==> config.mk <==
export PLATFORM = sky130hd
export DESIGN_NAME = oag_operand_address_generator
export DESIGN_NICKNAME = d
export VERILOG_FILES = /design/src/oag_operand_address_generator.v
export VERILOG_INCLUDE_DIRS = /design/src
export SDC_FILE = /design/constraint.sdc
export NUM_CORES = 1
export LEC_CHECK = 0
export BUFFER_PORTS_ARGS = -buffer_cell sky130_fd_sc_hd__buf_4
export CORE_MARGIN = 5
export CORE_UTILIZATION = 58
export CTS_BUF_LIST = sky130_fd_sc_hd__clkbuf_4 sky130_fd_sc_hd__clkbuf_8
export DETAILED_ROUTE_END_ITERATION = 7
export GPL_ROUTABILITY_DRIVEN = 0
export PLACE_DENSITY_LB_ADDON = 0.08
export SKIP_CTS_REPAIR_TIMING = 1
export SLEW_MARGIN = 20
export SYNTH_ARGS = -nofsm -noshare
export SYNTH_HDL_FRONTEND = slang
export SYNTH_SLANG_ARGS = --single-unit
==> constraint.sdc <==
create_clock -name clk -period 3.3 [get_ports clk]
set_input_delay 0.165 -clock clk [delete_from_list [all_inputs] [get_ports clk]]
set_output_delay 0.165 -clock clk [all_outputs]
set_load 0.005 [all_outputs]
==> src/oag_consts.vh <==
// Constants for the operand address generator
`ifndef OAG_CONSTS_VH
`define OAG_CONSTS_VH
`define OAG_MODE_REG      3'h0
`define OAG_MODE_WREG     3'h1
`define OAG_MODE_PTR      3'h2
`define OAG_MODE_IDX      3'h3
`define OAG_MODE_ABS      3'h4
`define OAG_MODE_PCREL    3'h5
`define OAG_MODE_LIT      3'h6
`define OAG_OP_LOAD       3'h0
`define OAG_OP_LOADPM     3'h1
`define OAG_OP_LOADEXT    3'h2
`define OAG_OP_JABS       3'h3
`define OAG_OP_CALL       3'h4
`define OAG_OP_JREL       3'h5
`define OAG_OP_ALU        3'h6
`define OAG_WREG_BASE     8'hC0
`define OAG_ST_IDLE       2'h0
`define OAG_ST_RD1        2'h1
`define OAG_ST_RD2        2'h2
`define OAG_ST_DONE       2'h3
`endif

==> src/oag_operand_address_generator.v <==
// Operand effective-address generator for an 8-bit core
// Contract
// (RULE_01) Six addressing modes; each instruction accepts only its own subset. The code decodes seven, with working-register mode on its own.
// (RULE_02) Register mode: operand is contents of the named register.
// (RULE_03) Working-register mode: 4-bit number indexes 16-byte working area.
// (RULE_04) Pointer mode: register or pair contents is the operand address.
// (RULE_05) Any 8-bit register may point into the register file.
// (RULE_06) Any 16-bit pair may point into program or external memory.
// (RULE_07) Register-file index: instruction base plus working-register offset.
// (RULE_08) Memory index: pair base plus 8- or 16-bit instruction offset.
// (RULE_09) Short memory offset is sign-extended, -128 to +127.
// (RULE_10) Only plain load may use indexed register-file addressing.
// (RULE_11) Program and external loads support indexed memory addressing.
// (RULE_12) Absolute mode: 16-bit address; jump and call load it into PC.
// (RULE_13) Program and external loads may use absolute source or destination.
// (RULE_14) Relative mode: signed displacement added to PC gives next address.
// (RULE_15) PC already advanced past current instruction before the addition.
// (RULE_16) Only relative jump accepts PC-relative addressing.
// (RULE_17) Literal mode: operand field is the operand, no lookup.
// (RULE_18) Working area maps to register-file C0H through CFH.
// (RULE_19) Pairs start at even address; high byte even, low byte odd.
// (RULE_20) Indexed register-file address keeps low eight bits only.
`include "oag_consts.vh"
`default_nettype none
module oag_operand_address_generator (
    input  wire        clk,
    input  wire        srst,
    input  wire        start,
    input  wire [2:0]  mode,
    input  wire [2:0]  opcode,
    input  wire [7:0]  reg_field,
    input  wire [15:0] imm_field,
    input  wire        long_offset,
    input  wire        pair_sel,
    input  wire        mem_dest,
    input  wire [15:0] next_pc_in,
    input  wire [7:0]  rf_rdata,
    output wire [7:0]  rf_raddr,
    output wire        rf_rd,
    output reg         done,
    output reg         mode_error,
    output reg  [7:0]  operand,
    output reg         operand_valid,
    output reg  [7:0]  rf_addr,
    output reg         rf_addr_valid,
    output reg  [15:0] mem_addr,
    output reg         mem_addr_valid,
    output reg         mem_is_program,
    output reg         mem_write,
    output reg  [15:0] pc_target,
    output reg         pc_load,
    output wire        busy
);
    reg [1:0]  state;
    reg [7:0]  rd_addr;
    reg [7:0]  first_byte;
    reg [2:0]  cur_mode;
    reg [2:0]  cur_op;
    reg [7:0]  cur_reg;
    reg [15:0] cur_imm;
    reg        cur_long;
    reg        cur_pair;
    reg        cur_dest;
    reg [1:0]  next_state;
    reg [7:0]  next_rd_addr;

    // Working register number to register-file address
    function [7:0] wreg_addr;
        input [3:0] num;
        begin
            wreg_addr = `OAG_WREG_BASE | {4'h0, num}; // see (RULE_03) see (RULE_18)
        end
    endfunction

    // Operation is an absolute jump or a call to a new program address; relative jump is not included
    function is_jump;
        input [2:0] op;
        begin
            is_jump = (op == `OAG_OP_JABS) || (op == `OAG_OP_CALL);
        end
    endfunction

    // Operation loads from program or external memory
    function is_mem_load;
        input [2:0] op;
        begin
            is_mem_load = (op == `OAG_OP_LOADPM) || (op == `OAG_OP_LOADEXT);
        end
    endfunction

    // Eight-bit two's-complement displacement to sixteen bits
    function [15:0] sext8;
        input [7:0] v;
        begin
            sext8 = {{8{v[7]}}, v};
        end
    endfunction

    // Pairs always start at the even address
    function [7:0] pair_addr;
        input [7:0] r;
        begin
            pair_addr = {r[7:1], 1'b0}; // see (RULE_19)
        end
    endfunction

    // Mode legality per instruction
    function legal;
        input [2:0] m;
        input [2:0] op;
        begin
            case (m)
                `OAG_MODE_REG, `OAG_MODE_WREG, `OAG_MODE_LIT:
                    legal = (op == `OAG_OP_LOAD) || (op == `OAG_OP_ALU);
                `OAG_MODE_PTR:
                    legal = (op != `OAG_OP_JREL) && (op != `OAG_OP_CALL);
                `OAG_MODE_IDX:
                    legal = (op == `OAG_OP_LOAD) || (op == `OAG_OP_LOADPM)
                            || (op == `OAG_OP_LOADEXT); // see (RULE_10) see (RULE_11)
                `OAG_MODE_ABS:
                    legal = (op == `OAG_OP_JABS) || (op == `OAG_OP_CALL)
                            || (op == `OAG_OP_LOADPM) || (op == `OAG_OP_LOADEXT); // see (RULE_12) see (RULE_13)
                `OAG_MODE_PCREL:
                    legal = (op == `OAG_OP_JREL); // see (RULE_16)
                default:
                    legal = 1'b0;
            endcase
        end
    endfunction

    wire        is_mem_op = is_mem_load(cur_op) || is_jump(cur_op);
    wire [15:0] short_off = sext8(cur_imm[7:0]); // see (RULE_09)
    wire [15:0] idx_off   = cur_long ? cur_imm : short_off; // see (RULE_08)
    wire [7:0]  rf_sum    = cur_imm[7:0] + rf_rdata; // see (RULE_07) see (RULE_20)

    assign rf_raddr = rd_addr;
    assign rf_rd    = (state == `OAG_ST_RD1) || (state == `OAG_ST_RD2);
    assign busy     = (state != `OAG_ST_IDLE);

    // Sequencer: one-cycle modes and refusals never leave idle
    always @* begin
        next_state = state;
        case (state)
            `OAG_ST_IDLE: begin
                if (start && legal(mode, opcode)) begin
                    case (mode)
                        `OAG_MODE_LIT, `OAG_MODE_ABS, `OAG_MODE_PCREL: begin
                            next_state = `OAG_ST_IDLE;
                        end
                        default: begin
                            next_state = `OAG_ST_RD1;
                        end
                    endcase
                end
            end
            `OAG_ST_RD1: begin
                case (cur_mode)
                    `OAG_MODE_REG, `OAG_MODE_WREG: begin
                        next_state = `OAG_ST_IDLE;
                    end
                    `OAG_MODE_IDX: begin
                        // Register-file form is done after the offset read
                        if (cur_op == `OAG_OP_LOAD) begin
                            next_state = `OAG_ST_IDLE;
                        end else begin
                            next_state = `OAG_ST_RD2;
                        end
                    end
                    default: begin
                        if (is_mem_op || cur_pair) begin
                            next_state = `OAG_ST_RD2;
                        end else begin
                            next_state = `OAG_ST_IDLE;
                        end
                    end
                endcase
            end
            `OAG_ST_RD2: begin
                next_state = `OAG_ST_IDLE;
            end
            default: begin
                next_state = `OAG_ST_IDLE;
            end
        endcase
    end

    // Register-file read address for the coming cycle
    always @* begin
        next_rd_addr = rd_addr;
        case (state)
            `OAG_ST_IDLE: begin
                case (mode)
                    `OAG_MODE_WREG: begin
                        next_rd_addr = wreg_addr(reg_field[3:0]); // see (RULE_03)
                    end
                    `OAG_MODE_IDX: begin
                        // Register-file form reads the offset, memory form the pair
                        if (opcode == `OAG_OP_LOAD) begin
                            next_rd_addr = wreg_addr(reg_field[3:0]); // see (RULE_07)
                        end else begin
                            next_rd_addr = wreg_addr({reg_field[3:1], 1'b0}); // see (RULE_08) see (RULE_19)
                        end
                    end
                    `OAG_MODE_PTR: begin
                        if (pair_sel || is_mem_load(opcode) || (opcode == `OAG_OP_JABS)) begin
                            next_rd_addr = pair_addr(reg_field); // see (RULE_06)
                        end else begin
                            next_rd_addr = reg_field; // see (RULE_05)
                        end
                    end
                    default: begin
                        next_rd_addr = reg_field; // see (RULE_02)
                    end
                endcase
            end
            `OAG_ST_RD1: begin
                // Low byte of a pair sits at the odd address
                next_rd_addr = rd_addr | 8'h01; // see (RULE_19)
            end
            default: begin
                next_rd_addr = rd_addr;
            end
        endcase
    end

    always @(posedge clk) begin
        if (srst) begin
            state          <= `OAG_ST_IDLE;
            rd_addr        <= 8'h00;
            first_byte     <= 8'h00;
            cur_mode       <= 3'h0;
            cur_op         <= 3'h0;
            cur_reg        <= 8'h00;
            cur_imm        <= 16'h0000;
            cur_long       <= 1'b0;
            cur_pair       <= 1'b0;
            cur_dest       <= 1'b0;
            done           <= 1'b0;
            mode_error     <= 1'b0;
            operand        <= 8'h00;
            operand_valid  <= 1'b0;
            rf_addr        <= 8'h00;
            rf_addr_valid  <= 1'b0;
            mem_addr       <= 16'h0000;
            mem_addr_valid <= 1'b0;
            mem_is_program <= 1'b0;
            mem_write      <= 1'b0;
            pc_target      <= 16'h0000;
            pc_load        <= 1'b0;
        end else begin
            done           <= 1'b0;
            mode_error     <= 1'b0;
            operand_valid  <= 1'b0;
            rf_addr_valid  <= 1'b0;
            mem_addr_valid <= 1'b0;
            pc_load        <= 1'b0;
            state          <= next_state;
            rd_addr        <= next_rd_addr;
            case (state)
                `OAG_ST_IDLE: begin
                    if (start) begin
                        cur_mode <= mode;
                        cur_op   <= opcode;
                        cur_reg  <= reg_field;
                        cur_imm  <= imm_field;
                        cur_long <= long_offset;
                        cur_pair <= pair_sel;
                        cur_dest <= mem_dest;
                        mem_is_program <= (opcode == `OAG_OP_LOADPM);
                        mem_write <= mem_dest;
                        if (!legal(mode, opcode)) begin // see (RULE_01)
                            mode_error <= 1'b1;
                            done       <= 1'b1;
                        end else begin
                            case (mode)
                                `OAG_MODE_LIT: begin
                                    operand       <= imm_field[7:0]; // see (RULE_17)
                                    operand_valid <= 1'b1;
                                    done          <= 1'b1;
                                end
                                `OAG_MODE_ABS: begin
                                    if (is_jump(opcode)) begin
                                        pc_target <= imm_field; // see (RULE_12)
                                        pc_load   <= 1'b1;
                                    end else begin
                                        mem_addr       <= imm_field; // see (RULE_13)
                                        mem_addr_valid <= 1'b1;
                                    end
                                    done <= 1'b1;
                                end
                                `OAG_MODE_PCREL: begin
                                    // PC input already points past this instruction
                                    pc_target <= next_pc_in + sext8(imm_field[7:0]); // see (RULE_14) see (RULE_15)
                                    pc_load   <= 1'b1;
                                    done      <= 1'b1;
                                end
                                default: begin
                                    // Register reads start in the next cycle
                                end
                            endcase
                        end
                    end
                end
                `OAG_ST_RD1: begin
                    first_byte <= rf_rdata;
                    case (cur_mode)
                        `OAG_MODE_REG, `OAG_MODE_WREG: begin
                            operand       <= rf_rdata; // see (RULE_02)
                            operand_valid <= 1'b1;
                            rf_addr       <= rd_addr;
                            rf_addr_valid <= 1'b1;
                            done          <= 1'b1;
                        end
                        `OAG_MODE_IDX: begin
                            if (cur_op == `OAG_OP_LOAD) begin
                                rf_addr       <= rf_sum; // see (RULE_07) see (RULE_20)
                                rf_addr_valid <= 1'b1;
                                done          <= 1'b1;
                            end
                        end
                        default: begin
                            if (!(is_mem_op || cur_pair)) begin
                                rf_addr       <= rf_rdata; // see (RULE_04) see (RULE_05)
                                rf_addr_valid <= 1'b1;
                                done          <= 1'b1;
                            end
                        end
                    endcase
                end
                `OAG_ST_RD2: begin
                    // High byte was at even address, low byte arrives now
                    if (cur_mode == `OAG_MODE_IDX) begin
                        mem_addr       <= {first_byte, rf_rdata} + idx_off; // see (RULE_08) see (RULE_11)
                        mem_addr_valid <= 1'b1;
                    end else if (cur_op == `OAG_OP_JABS) begin
                        pc_target <= {first_byte, rf_rdata}; // see (RULE_06)
                        pc_load   <= 1'b1;
                    end else begin
                        mem_addr       <= {first_byte, rf_rdata}; // see (RULE_04) see (RULE_06) see (RULE_19)
                        mem_addr_valid <= 1'b1;
                    end
                    mem_write <= cur_dest;
                    done      <= 1'b1;
                end
                default: begin
                    first_byte <= 8'h00;
                end
            endcase
        end
    end
endmodule // oag_operand_address_generator
`default_nettype wire

After elaboration in Yosys (flattened, before gate mapping)
Cells that the tools add are included.
{"block": "op_classes", "add_sub_neg": 3, "n_eq_ne": 36, "muxes": 68, "n_bitwise": 3, "reduce_logical": 37}
{"op": "two-way mux 16 bit", "n": 12}
{"op": "case mux 16 bit (2 select lines)", "n": 3}
{"op": "case mux 8 bit (2 select lines)", "n": 4}
{"op": "two-way mux 8 bit", "n": 6}
{"op": "adder 16 bit", "n": 2}
{"op": "two-way mux 1 bit", "n": 29}
{"op": "case mux 8 bit (3 select lines)", "n": 1}
{"op": "== test 3 x 2 -> 1 bit (second input constant)", "n": 7}
{"op": "== test 3 bit (second input constant)", "n": 7}
{"op": "logical OR 1 bit", "n": 14}
{"op": "!= test 2 bit (second input constant)", "n": 7}
{"op": "== test 3 x 1 -> 1 bit (second input constant)", "n": 4}
{"op": "zero test 3 bit", "n": 4}
{"op": "!= test 3 bit (second input constant)", "n": 4}
{"op": "case mux 1 bit (2 select lines)", "n": 6}
{"op": "OR reduction 3 bit", "n": 3}
{"op": "adder 8 bit", "n": 1}
{"op": "case mux 2 bit (2 select lines)", "n": 2}
{"op": "AND reduction 7 bit", "n": 1}
{"op": "two-way mux 2 bit", "n": 3}
{"op": "!= test 2 x 1 -> 1 bit (second input constant)", "n": 3}
{"op": "AND reduction 2 bit", "n": 3}
{"op": "AND reduction 6 bit", "n": 1}
{"op": "nonzero test 2 bit", "n": 3}
{"op": "12 further kinds", "n": 17}
{"block": "totals", "reg_bits": 99, "output_inout_bits": 66}

Logic depth before layout (Yosys ltp)
Gate-level depths: netlist of run 1.
{"block": "depth", "word_depth": 11, "depth_mapped": 12, "depth_no_buf": 10}

Worst setup path after synthesis of run 1
Ideal clock, no wire load.
{"block": "synth_path", "path_type": "flip-flop to flip-flop", "from": "register cur_long", "to": "register mem_addr[13]", "setup_ns": 0.103, "arrival_time_ns": 2.359, "path_slack_ns": 0.838, "path_stages_with_launch": 12, "period_less_slack_ns": 2.462, "path_cell_list": "dfxtp_1 > clkbuf_1 > nand2b_1 > clkbuf_1 > nand2_1 > ha_1 > clkbuf_1 > a21oi_1 > o21ai_0 > mux2i_1 > nand3_1 > a2111oi_2"}
{"block": "synth_via", "elab_chain_cells": 4}
{"element": "from (decl)", "line": "oag_operand_address_generator.v:61", "source": "reg cur_long;"}
{"element": "from (signal assigned)", "line": "oag_operand_address_generator.v:266", "source": "cur_long <= long_offset;"}
{"element": "two-way mux 16 bit", "line": "oag_operand_address_generator.v:133", "source": "wire [15:0] idx_off = cur_long ? cur_imm : short_off;"}
{"element": "adder 16 bit", "line": "oag_operand_address_generator.v:333", "source": "mem_addr <= {first_byte, rf_rdata} + idx_off;"}
{"element": "two-way mux 16 bit", "line": "oag_operand_address_generator.v:332", "source": "if (cur_mode == `OAG_MODE_IDX) begin"}
{"element": "case mux 16 bit (2 select lines)", "line": "oag_operand_address_generator.v:259", "source": "case (state)"}
{"element": "to (signal assigned)", "line": "oag_operand_address_generator.v:286", "source": "mem_addr <= imm_field;"}
{"element": "to (signal assigned)", "line": "oag_operand_address_generator.v:333"}
{"element": "to (signal assigned)", "line": "oag_operand_address_generator.v:339", "source": "mem_addr <= {first_byte, rf_rdata};"}
{"element": "to (decl)", "line": "oag_operand_address_generator.v:46", "source": "output reg [15:0] mem_addr,"}
Every way passes these cells.
A chain may end at the register's enable or synchronous reset.

Worst setup path in the final report of run 1
{"block": "layout_path", "from": "register cur_mode[1]", "to": "register mem_addr[9]"}
{"block": "layout_via", "elab_chain_cells": 3}
{"element": "from (decl)", "line": "oag_operand_address_generator.v:57", "source": "reg [2:0] cur_mode;"}
{"element": "from (signal assigned)", "line": "oag_operand_address_generator.v:262", "source": "cur_mode <= mode;"}
{"element": "== test 3 x 2 -> 1 bit *"}
{"element": "!= test 3 bit (no source line) / two-way mux 16 bit (equally long branches)"}
{"element": "AND reduction 6 bit (no source line) / case mux 16 bit (2 select lines) (equally long branches)"}
Mark *: on every way between the ends. The rest lies on a longest branch, timed or not.

==> results of run 1 <==
through the flow:
stage          instances  setup slack, ns  hold slack [ns]  util, %  power (mW)
6_report            1082            0.557           0.0107     69.7        2.74
2_1_floorplan        847            0.838            0.301        -        1.71
3_3_place_gp        1066            0.734            0.397     67.9        1.92
4_1_cts             1082            0.616          0.00620     69.7        2.74
3_5_place_dp        1066            0.645            0.421     67.9        1.94
5_1_grt             1082            0.308           0.0123     69.7        2.87
worst paths after layout:
check | from | end | slack [ns]
hold reg to reg | rf_addr[0] | rf_addr[0] | 0.46
setup / recovery | cur_mode[1] | mem_addr[9] | 0.56
setup reg to reg | cur_mode[1] | mem_addr[9] | 0.56
hold / removal | reg_field[2] | rf_raddr[2] | 0.01
power by group through the flow:
stage / clock, mW / combinational, mW / sequential, mW
2_1_floorplan: 0 / 0.419 / 1.29
3_3_place_gp: 0 / 0.622 / 1.30
3_5_place_dp: 0 / 0.637 / 1.30
4_1_cts: 0.825 / 0.641 / 1.28
5_1_grt: 0.874 / 0.713 / 1.28
6_report: 0.815 / 0.651 / 1.28
layout make-up:
cell class / instances / area share, %
Clock buffer: 9 / 1.63
Clock inverter: 7 / 1.01
Inverter: 20 / 0.989
Multi-Input combinational cell: 672 / 54.6
Sequential cell: 99 / 26.1
Tap cell: 140 / 2.31
Timing Repair Buffer: 135 / 13.3
flip-flops by register name (all words and copies together), names as in the netlist, 3 cells and up:
name and count:
cur_imm 16, first_byte 8, operand 8, mem_addr 16, rf_addr 8, rf_raddr 8, cur_mode 3, cur_op 3
pc_target 16
cell usage in the layout (no fill, tap or decap), drive strengths merged, types with 12 or more instances in the layout:
master and instances:
nor2b 12, a21oi 117, dfxtp 99, nor2 73
mux2i 21, ha 34, xnor2 13, inv 22
nor3 24, nand2 138, o21ai 47, nand2b 13
nand3 27, a211oi 22, o211ai 13, buf 135
per-layer routing:
metal / share of wire [%] / wire length (um) / up-vias / track usage, %
met2: 46 / 9340 / 297 / 47.9
met5: 0 / 0 / - / 0
met4: 2.2 / 437 / 0 / 9.08
met1: 42 / 8420 / 3114 / 40.1
li1: - / - / 3232 / -
met3: 9.5 / 1910 / 37 / 6.68
cell families (layout without fill, tap and decap cells):
group,count (synthesis),count (layout),synth area share (%)
adders and majority gates,36,36,7.20
buffers and inverters,76,171,5.23
muxes,21,21,3.25
DFF,99,99,30.7
xor gates and xnor gates,23,23,3.23
AOI/OAI and AO/OA,276,276,27.7
and+or+nand+nor,316,316,22.8
worst max-delay path, cell delays in order, from the launching register on:
cell and delay, ns:
dfxtp_1 0.66, and3b_4 0.47, nor3_2 0.09, nand2_1 0.23
a21boi_2 0.50, nand2_1 0.22, a211oi_1 0.32, nor4_1 0.09
==> run_results.csv, run 1 <==
group,metric,value,unit
critical_path,crit_arrival,2.97,ns
place,place_area,7390,um^2
die,rows,38,
drt,drtIter0Drc,825,
synth,synth-main-ff-cell,"dfxtp_1",
synth,synth.most_common_cell,"nand2_1",
synth,ys_warn_count,0,
die,ioPinCount,126,
grt,grt-ovfl-total,0,
grt,grt_pass1_wl,31400,um
layout,final_area,7590,um^2
critical_path,worst_setup_path_end_kind,"flip-flop",
die,die_w,116,um
clock_tree,clock_tree.root_cell,"clkbuf_8",
power_and_ir_drop,p_sw,0.880,mW
power_and_ir_drop,power_frac_comb,23.7,%
synth,syn_inst,847,
clock_tree,cts_htree_levels,3,
critical_path,reg2reg_depth,7,
sta,drv_slew,0,
power_and_ir_drop,p_int,1.86,mW
synth,synth.area.top_cells,"dfxtp_1 31%, a21oi_1 9.0%, nand2_1 8.0%",
sta,tns,0,ns
clock_tree,cts.sinks,99,
grt,grt_max_degree,92,
layout,syn_to_final_growth,17.5,%
power_and_ir_drop,switching_share,32.1,%
die,start_util,59.4,%
drt,drt-wirelength-per-cell,18.6,um
power_and_ir_drop,leakagePower,3.03,nW
sta,setup_viol,0,
layout,fillers,923,
sta,hold_viol,0,
synth,yosysTopAreaCell,"dfxtp_1",
critical_path,crit_type,"reg -> reg",
synth,synthArstFlopShare,0,%
clock_tree,clock_latency,0.40,ns
min_path,hp-class,"in -> reg",
synth,synth_top_area_share,30.7,%
synth,syn_area,6460,um^2
drt,ant_nets,0,
synth,synth_nets,943,
layout,multi_input_area,4150,um^2
power_and_ir_drop,ir_drop,495,uV
grt,antenna_found_initial,0,
min_path,whs_path_depth,3,
status,status,"finished, final reports clean",
drt,first_pass_iters,5,
drt,vias,6680,
place,place_hpwl,14900,um
layout,nets,1033,
run,drv_cap,0,
power_and_ir_drop,seqPwrFrac,46.6,%
sta,fin_skew,0.0118,ns
clock_tree,numCtsBuffers,9,
sta,timing.fmax,0.365,GHz
sta,finalCriticalPeriod,2.74,ns
drt,wirelength,20100,um
die,fp.dieH,116,um
grt,grt_pass1_vias,6225,
drt,vias_per_cell,6.17,
clock_tree,cts_tree,"built",
sta,post-route-period-util,83.1,%
layout,regArea,1980,um^2
grt,grt_util_all_layers,29.8,%
critical_path,critPathLaunchType,"flip-flop",
synth,synth-edff-count,0,
die,core_area,10900,um^2
layout,diodes,0,
clock_tree,cts_buffer_depth,2,
sta,rsz0062_at_grt,"no",
sta,slew_headroom,34.2,%
synth,synth_common_cells,"137 x nand2_1, 116 x a21oi_1, 99 x dfxtp_1, 73 x nor2_1, 44 x o21ai_0",
synth,ys_ff_latch,99,
synth,syn_avg_cell_area,7.63,um^2
power_and_ir_drop,cellPowerDensity,361,nW/um^2
sta,tightest_slew,0.987,ns
critical_path,path_max_fanout,21,
layout,layout-drive-gt1-share,19.5,%
die,die_area,13400,um^2
drt,drc,0,
place,port_buffers,125,
synth,yosysSeqAreaShare,30.7,%
power_and_ir_drop,clkPwrFrac,29.7,%
critical_path,cp.required,3.53,ns
synth,synthDistinctLibCells,75,
clock_tree,clk_pin_slew,0.10,ns
No activity file was read; power rests on OpenSTA's default activity.
==> inputs of run 2 (changes only) <==
--- a/config.mk
+++ b/config.mk
@@ -8,7 +8,7 @@
 export LEC_CHECK = 0
 export BUFFER_PORTS_ARGS = -buffer_cell sky130_fd_sc_hd__buf_4
 export CORE_MARGIN = 5
-export CORE_UTILIZATION = 58
+export CORE_UTILIZATION = 52
 export CTS_BUF_LIST = sky130_fd_sc_hd__clkbuf_4 sky130_fd_sc_hd__clkbuf_8
 export DETAILED_ROUTE_END_ITERATION = 7
 export GPL_ROUTABILITY_DRIVEN = 0
==> constraint.sdc (replaced) <==
create_clock -name clk -period 2.45 [get_ports clk]
set_input_delay 0.1225 -clock clk [delete_from_list [all_inputs] [get_ports clk]]
set_output_delay 0.1225 -clock clk [all_outputs]
set_load 0.005 [all_outputs]
==> run 2 against run 1 <==
  * Sequential cell count unchanged
  * Clock-buffer cell count increased by 1
  * Register-to-register slack lost 0.48 ns
  * Design area increased by 4.3%
  * Die area increased by 11%
  * Setup slack worse by 0.48 ns
  * Sequential share of layout area fell by 1.1 points
  * Clock power grew 48%
  * Combinational power is 43% higher
  * Sequential power grew 34%
  * Clock skew increased by 0.010 ns
  * Global-route usage fell by 1.7 points
==> run_results.csv, run 2 (same netlist as run 1, synthesis figures left out) <==
group,metric,value,unit
critical_path,reg2reg_slack,0.08,ns
sta,post-route-period-util,96.7,%
grt,grt-ovfl-total,0,
layout,final_area,7920,um^2
die,core_area,12100,um^2
place,port_buffers,125,
sta,setup_viol,0,
sta,drv_slew,0,
sta,hold_viol,0,
layout,layout_common_cells,"152 x buf_4, 137 x nand2_1, 115 x a21oi_1",
layout,final_common_cell,"buf_4",
sta,rsz0062_at_grt,"no",
critical_path,slowest_delay,0.39,ns
drt,vias_per_cell,6.02,
sta,slew_headroom,56.0,%
grt,grt_util_all_layers,28.1,%
sta,timing.fmax,0.422,GHz
clock_tree,cts_htree_levels,3,
clock_tree,clk_pin_slew,0.11,ns
layout,diodes,0,
critical_path,path_max_fanout,5,
sta,tightest_slew,0.656,ns
layout,fin_util,65.4,%
die,fp.dieH,122,um
place,dp_cells,1113,
critical_path,cp.required,2.75,ns
die,start_util,53.4,%
grt,grt_pass1_vias,6438,
die,ioPinCount,126,
layout,final_cells,1135,
drt,drtIter0Drc,751,
clock_tree,cts_buffer_depth,2,
clock_tree,clock_tree.root_cell,"clkbuf_8",
critical_path,crit_chain,"ha_1, o21ai_0, o21ai_1, nand2_1, xnor2_1, a31oi_1, or2_2, a311oi_1",
clock_tree,clock_latency,0.39,ns
sta,fin_skew,0.0222,ns
status,status,"finished, final reports clean",
min_path,hp-class,"in -> reg",
drt,wirelength,20800,um
layout,nets,1059,
grt,grt_max_degree,56,
critical_path,critPathLaunchType,"flip-flop",
critical_path,path_delay_family,"compound AO/OA/AOI/OAI gates",
critical_path,crit_type,"reg -> reg",
power_and_ir_drop,cellPowerDensity,486,nW/um^2
power_and_ir_drop,leakagePower,3.19,nW
die,die_area,14800,um^2
layout,layout-drive-gt1-share,21.4,%
critical_path,slowest_stage,"ha_1",
sta,finalCriticalPeriod,2.37,ns
layout,syn_to_final_growth,22.5,%
clock_tree,numCtsBuffers,9,
drt,drt-wirelength-per-cell,18.4,um
clock_tree,cts.sinks,99,
grt,grt_pass1_wl,33300,um
drt,first_pass_iters,6,
critical_path,critPathBufInv,0,
clock_tree,cts_tree,"built",
layout,top_regs,"cur_imm: 16 flops, mem_addr: 16 flops, pc_target: 16 flops",
place,place_area,7610,um^2
place,place_hpwl,15500,um
die,die_w,122,um
sta,tns,0,ns
run,drv_cap,0,
critical_path,crit_arrival,2.67,ns
power_and_ir_drop,ir_drop,245,uV
drt,vias,6836,
drt,drc,0,
grt,antenna_found_initial,0,
critical_path,worst_setup_path_end_kind,"flip-flop",
drt,ant_nets,0,
die,rows,40,
[run 2: path summary, 6_finish.rpt]
| path | from | endpoint | depth (start not counted) |
|---|---|---|---|
| worst min register to register | rf_addr[6] | rf_addr[6] | 2 |
| worst max register to register | cur_imm[2] | rf_addr[7] | 8 |
| worst max-delay path | cur_imm[2] | rf_addr[7] | 8 |
| worst min-delay path | imm_field[11] | cur_imm[11] | 3 |
[run 2: cell type report]
class,instances,area [um^2]
fillers,1093,4190
multi-input cells,672,4170
flip-flops and latches,99,1980
repair buffers,161,1260
well taps,168,210
clock buffers,10,138
clock inverters,5,82.6
inverters,20,75.1
[run 2: worst register-to-register path, delay by kind of cell (launching register included)]
| family | cells | cell delay (ns) |
|---|---|---|
| and+or+nand+nor | 2 | 0.38 |
| adders and majority gates | 1 | 0.39 |
| AOI/OAI and AO/OA | 4 | 0.76 |
| DFF | 1 | 0.35 |
| xor gates and xnor gates | 1 | 0.39 |
[run 2: layer usage]
layer	GRT usage, %	vias to the layer above	share of wire, %
li1	-	3278	-
met1	38.7	3207	44
met2	44.2	312	46
met3	5.31	39	8.5
met4	9.66	0	2.2
met5	0	-	0
[run 2: per-stage QoR]
stage	total power, mW	setup slack (ns)	hold WS (ns)
6_report	3.85	0.0811	0.00491
2_1_floorplan	2.30	0.0879	0.258
3_5_place_dp	2.64	0.0402	0.367
5_1_grt	4.02	0.0119	0.00779
3_3_place_gp	2.62	0.0851	0.353
4_1_cts	3.83	0.00485	-0.0443
[run 2: power breakdown]
group | switching [mW] | total [mW] | internal [mW]
Sequential | 0.0429 | 1.71 | 1.67
Combinational | 0.537 | 0.928 | 0.392
Clock | 0.606 | 1.21 | 0.604
==> inputs of run 3 (changes only) <==
--- a/config.mk
+++ b/config.mk
@@ -6,6 +6,7 @@
 export SDC_FILE = /design/constraint.sdc
 export NUM_CORES = 1
 export LEC_CHECK = 0
+export ABC_AREA = 1
 export BUFFER_PORTS_ARGS = -buffer_cell sky130_fd_sc_hd__buf_4
 export CORE_MARGIN = 5
 export CORE_UTILIZATION = 52
==> run 3 against run 2 <==
  * Register-to-register slack better by 0.20 ns
  * Critical path depth increased by 8
  * Wire length is 4.7% lower
  * Highest routed layer unchanged
==> run_results.csv, run 3 <==
group,metric,value,unit
status,status,"finished, final reports clean",
layout,fin_util,63.7,%
critical_path,crit_chain,"inv_1, nand2_1, nand2_1, ha_1, nand2_1, inv_1, a21oi_1, nor2_1, nor2_1, nand2_1, nand2_1, nand3_1, nand2_1, nand2_1, nand2_1, inv_1",
clock_tree,clk_pin_slew,0.10,ns
clock_tree,cts_tree,"built",
synth,synth_nets,1178,
sta,finalCriticalPeriod,2.17,ns
layout,final_common_cell,"nand2_1",
grt,grt_pass1_vias,6366,
synth,synth.area.top_cells,"dfxtp_1 30%, nand2_1 18%, a21oi_1 8.4%",
critical_path,slowest_delay,0.40,ns
synth,synthArstFlopShare,0,%
layout,layout-drive-gt1-share,14.5,%
sta,post-route-period-util,88.7,%
sta,tns,0,ns
layout,fillers,1279,
die,fp.dieH,123,um
grt,grt_util_all_layers,26.7,%
die,die_area,15000,um^2
critical_path,cp.required,2.74,ns
grt,grt_max_degree,50,
synth,synth_top_area_share,30.1,%
min_path,holdCritStartpoint,"reg_field[5]",
place,place_hpwl,15400,um
critical_path,slowest_stage,"dfxtp_2",
sta,tightest_slew,0.525,ns
synth,yosysSeqAreaShare,30.1,%
clock_tree,numCtsBuffers,9,
sta,rsz0062_at_grt,"no",
critical_path,critPathLaunchType,"flip-flop",
power_and_ir_drop,ir_drop,270,uV
layout,diodes,0,
die,rows,41,
layout,layout_common_cells,"318 x nand2_1, 142 x buf_4, 126 x inv_1",
run,drv_cap,0,
layout,syn_to_final_growth,21.2,%
critical_path,r2r_start,"cur_long",
synth,synth.most_common_cell,"nand2_1",
drt,drt-wirelength-per-cell,14.4,um
layout,nets,1295,
drt,first_pass_iters,7,
synth,synth-edff-count,0,
grt,grt-ovfl-total,0,
die,die_w,123,um
sta,slew_headroom,64.9,%
synth,syn_inst,1082,
power_and_ir_drop,cellPowerDensity,490,nW/um^2
synth,ys_warn_count,0,
synth,synth_common_cells,"318 x nand2_1, 126 x inv_1, 124 x nor2_1, 110 x a21oi_1, 99 x dfxtp_1",
place,dp_cells,1356,
critical_path,crit_arrival,2.46,ns
drt,vias_per_cell,5.19,
synth,syn_area,6580,um^2
critical_path,path_max_fanout,8,
drt,wirelength,19800,um
die,ioPinCount,126,
critical_path,startpoint,"cur_long",
clock_tree,cts.sinks,99,
clock_tree,clock_tree.root_cell,"clkbuf_8",
place,port_buffers,125,
layout,final_cells,1376,
sta,drv_slew,0,
synth,synthDistinctLibCells,37,
critical_path,worst_setup_path_end_kind,"flip-flop",
die,start_util,52.6,%
synth,ys_ff_latch,99,
sta,fin_skew,0.0139,ns
sta,timing.fmax,0.460,GHz
drt,drtIter0Drc,671,
sta,setup_viol,0,
synth,yosysTopAreaCell,"dfxtp_1",
clock_tree,cts_buffer_depth,2,
critical_path,crit_type,"reg -> reg",
drt,ant_nets,0,
synth,synth-main-ff-cell,"dfxtp_1",
critical_path,cpMostUsedCell,"nand2_1",
clock_tree,clock_latency,0.39,ns
synth,syn_avg_cell_area,6.08,um^2
sta,hold_viol,0,
grt,antenna_found_initial,0,
power_and_ir_drop,leakagePower,4.06,nW
drt,vias,7141,
layout,top_regs,"cur_imm: 16 flops, mem_addr: 16 flops, pc_target: 16 flops",
min_path,hp-class,"in -> reg",
die,core_area,12500,um^2
clock_tree,cts_htree_levels,3,
drt,drc,0,
grt,grt_pass1_wl,31800,um
run 3: logic make-up after synthesis:
group	Yosys count	share of synthesized area [%]
fa+ha+maj	36	7.07
buf+inv	170	9.94
flops	99	30.1
simple gates	561	35.3
xor+xnor	9	1.20
compound gates	207	16.4
run 3: critical path, delay by kind of cell, from the launching register on:
family,cells,cell delay (ns)
flip-flops,1,0.40
AND/OR/NAND/NOR,11,0.95
buffers and inverters,3,0.17
adder cells (fa/ha/maj),1,0.35
AO/OA/AOI/OAI,1,0.21
run 3: worst paths after layout:
path | to | slack, ns | depth (start not counted)
setup reg to reg | mem_addr[13] | 0.28 | 16
hold / removal | rf_raddr[5] | 0.0006 | 3
setup / recovery | mem_addr[13] | 0.28 | 16
hold reg to reg | cur_pair | 0.46 | 2
run 3: area by class of cell:
type | count | area [um^2] | area share [%]
Multi-Input combinational cell | 813 | 3950 | 49.5
Sequential cell | 99 | 1980 | 24.9
Timing Repair Buffer | 148 | 1150 | 14.4
Inverter | 128 | 480 | 6.02
Tap cell | 172 | 215 | 2.70
Clock buffer | 9 | 124 | 1.55
Clock inverter | 7 | 81.3 | 1.02
run 3: stage by stage:
stage               worst slack, ns  hold slack (ns)  cell area [um^2]  power (mW)
global route                 0.0129          0.00915              7980        4.14
CTS                           0.220          -0.0343              7940        3.90
global placement              0.307            0.378              7730        2.78
detailed placement            0.242            0.384              7730        2.79
finish                        0.278         0.000573              7980        3.91
floorplan                     0.347            0.267              6580        2.42
run 3: power by group:
group | leakage [nW] | internal, mW | switching (mW)
combinational | 3.15 | 0.404 | 0.615
sequential | 0.809 | 1.69 | 0.0604
clock | 0.0997 | 0.488 | 0.646
run 3: layer usage:
layer / GRT usage [%] / wire length, um / part of all wire (%)
met5: 0 / 0 / 0
met4: 7.98 / 340 / 1.7
met3: 3.50 / 1470 / 7.4
met2: 40.7 / 8800 / 44
met1: 39.2 / 9240 / 47
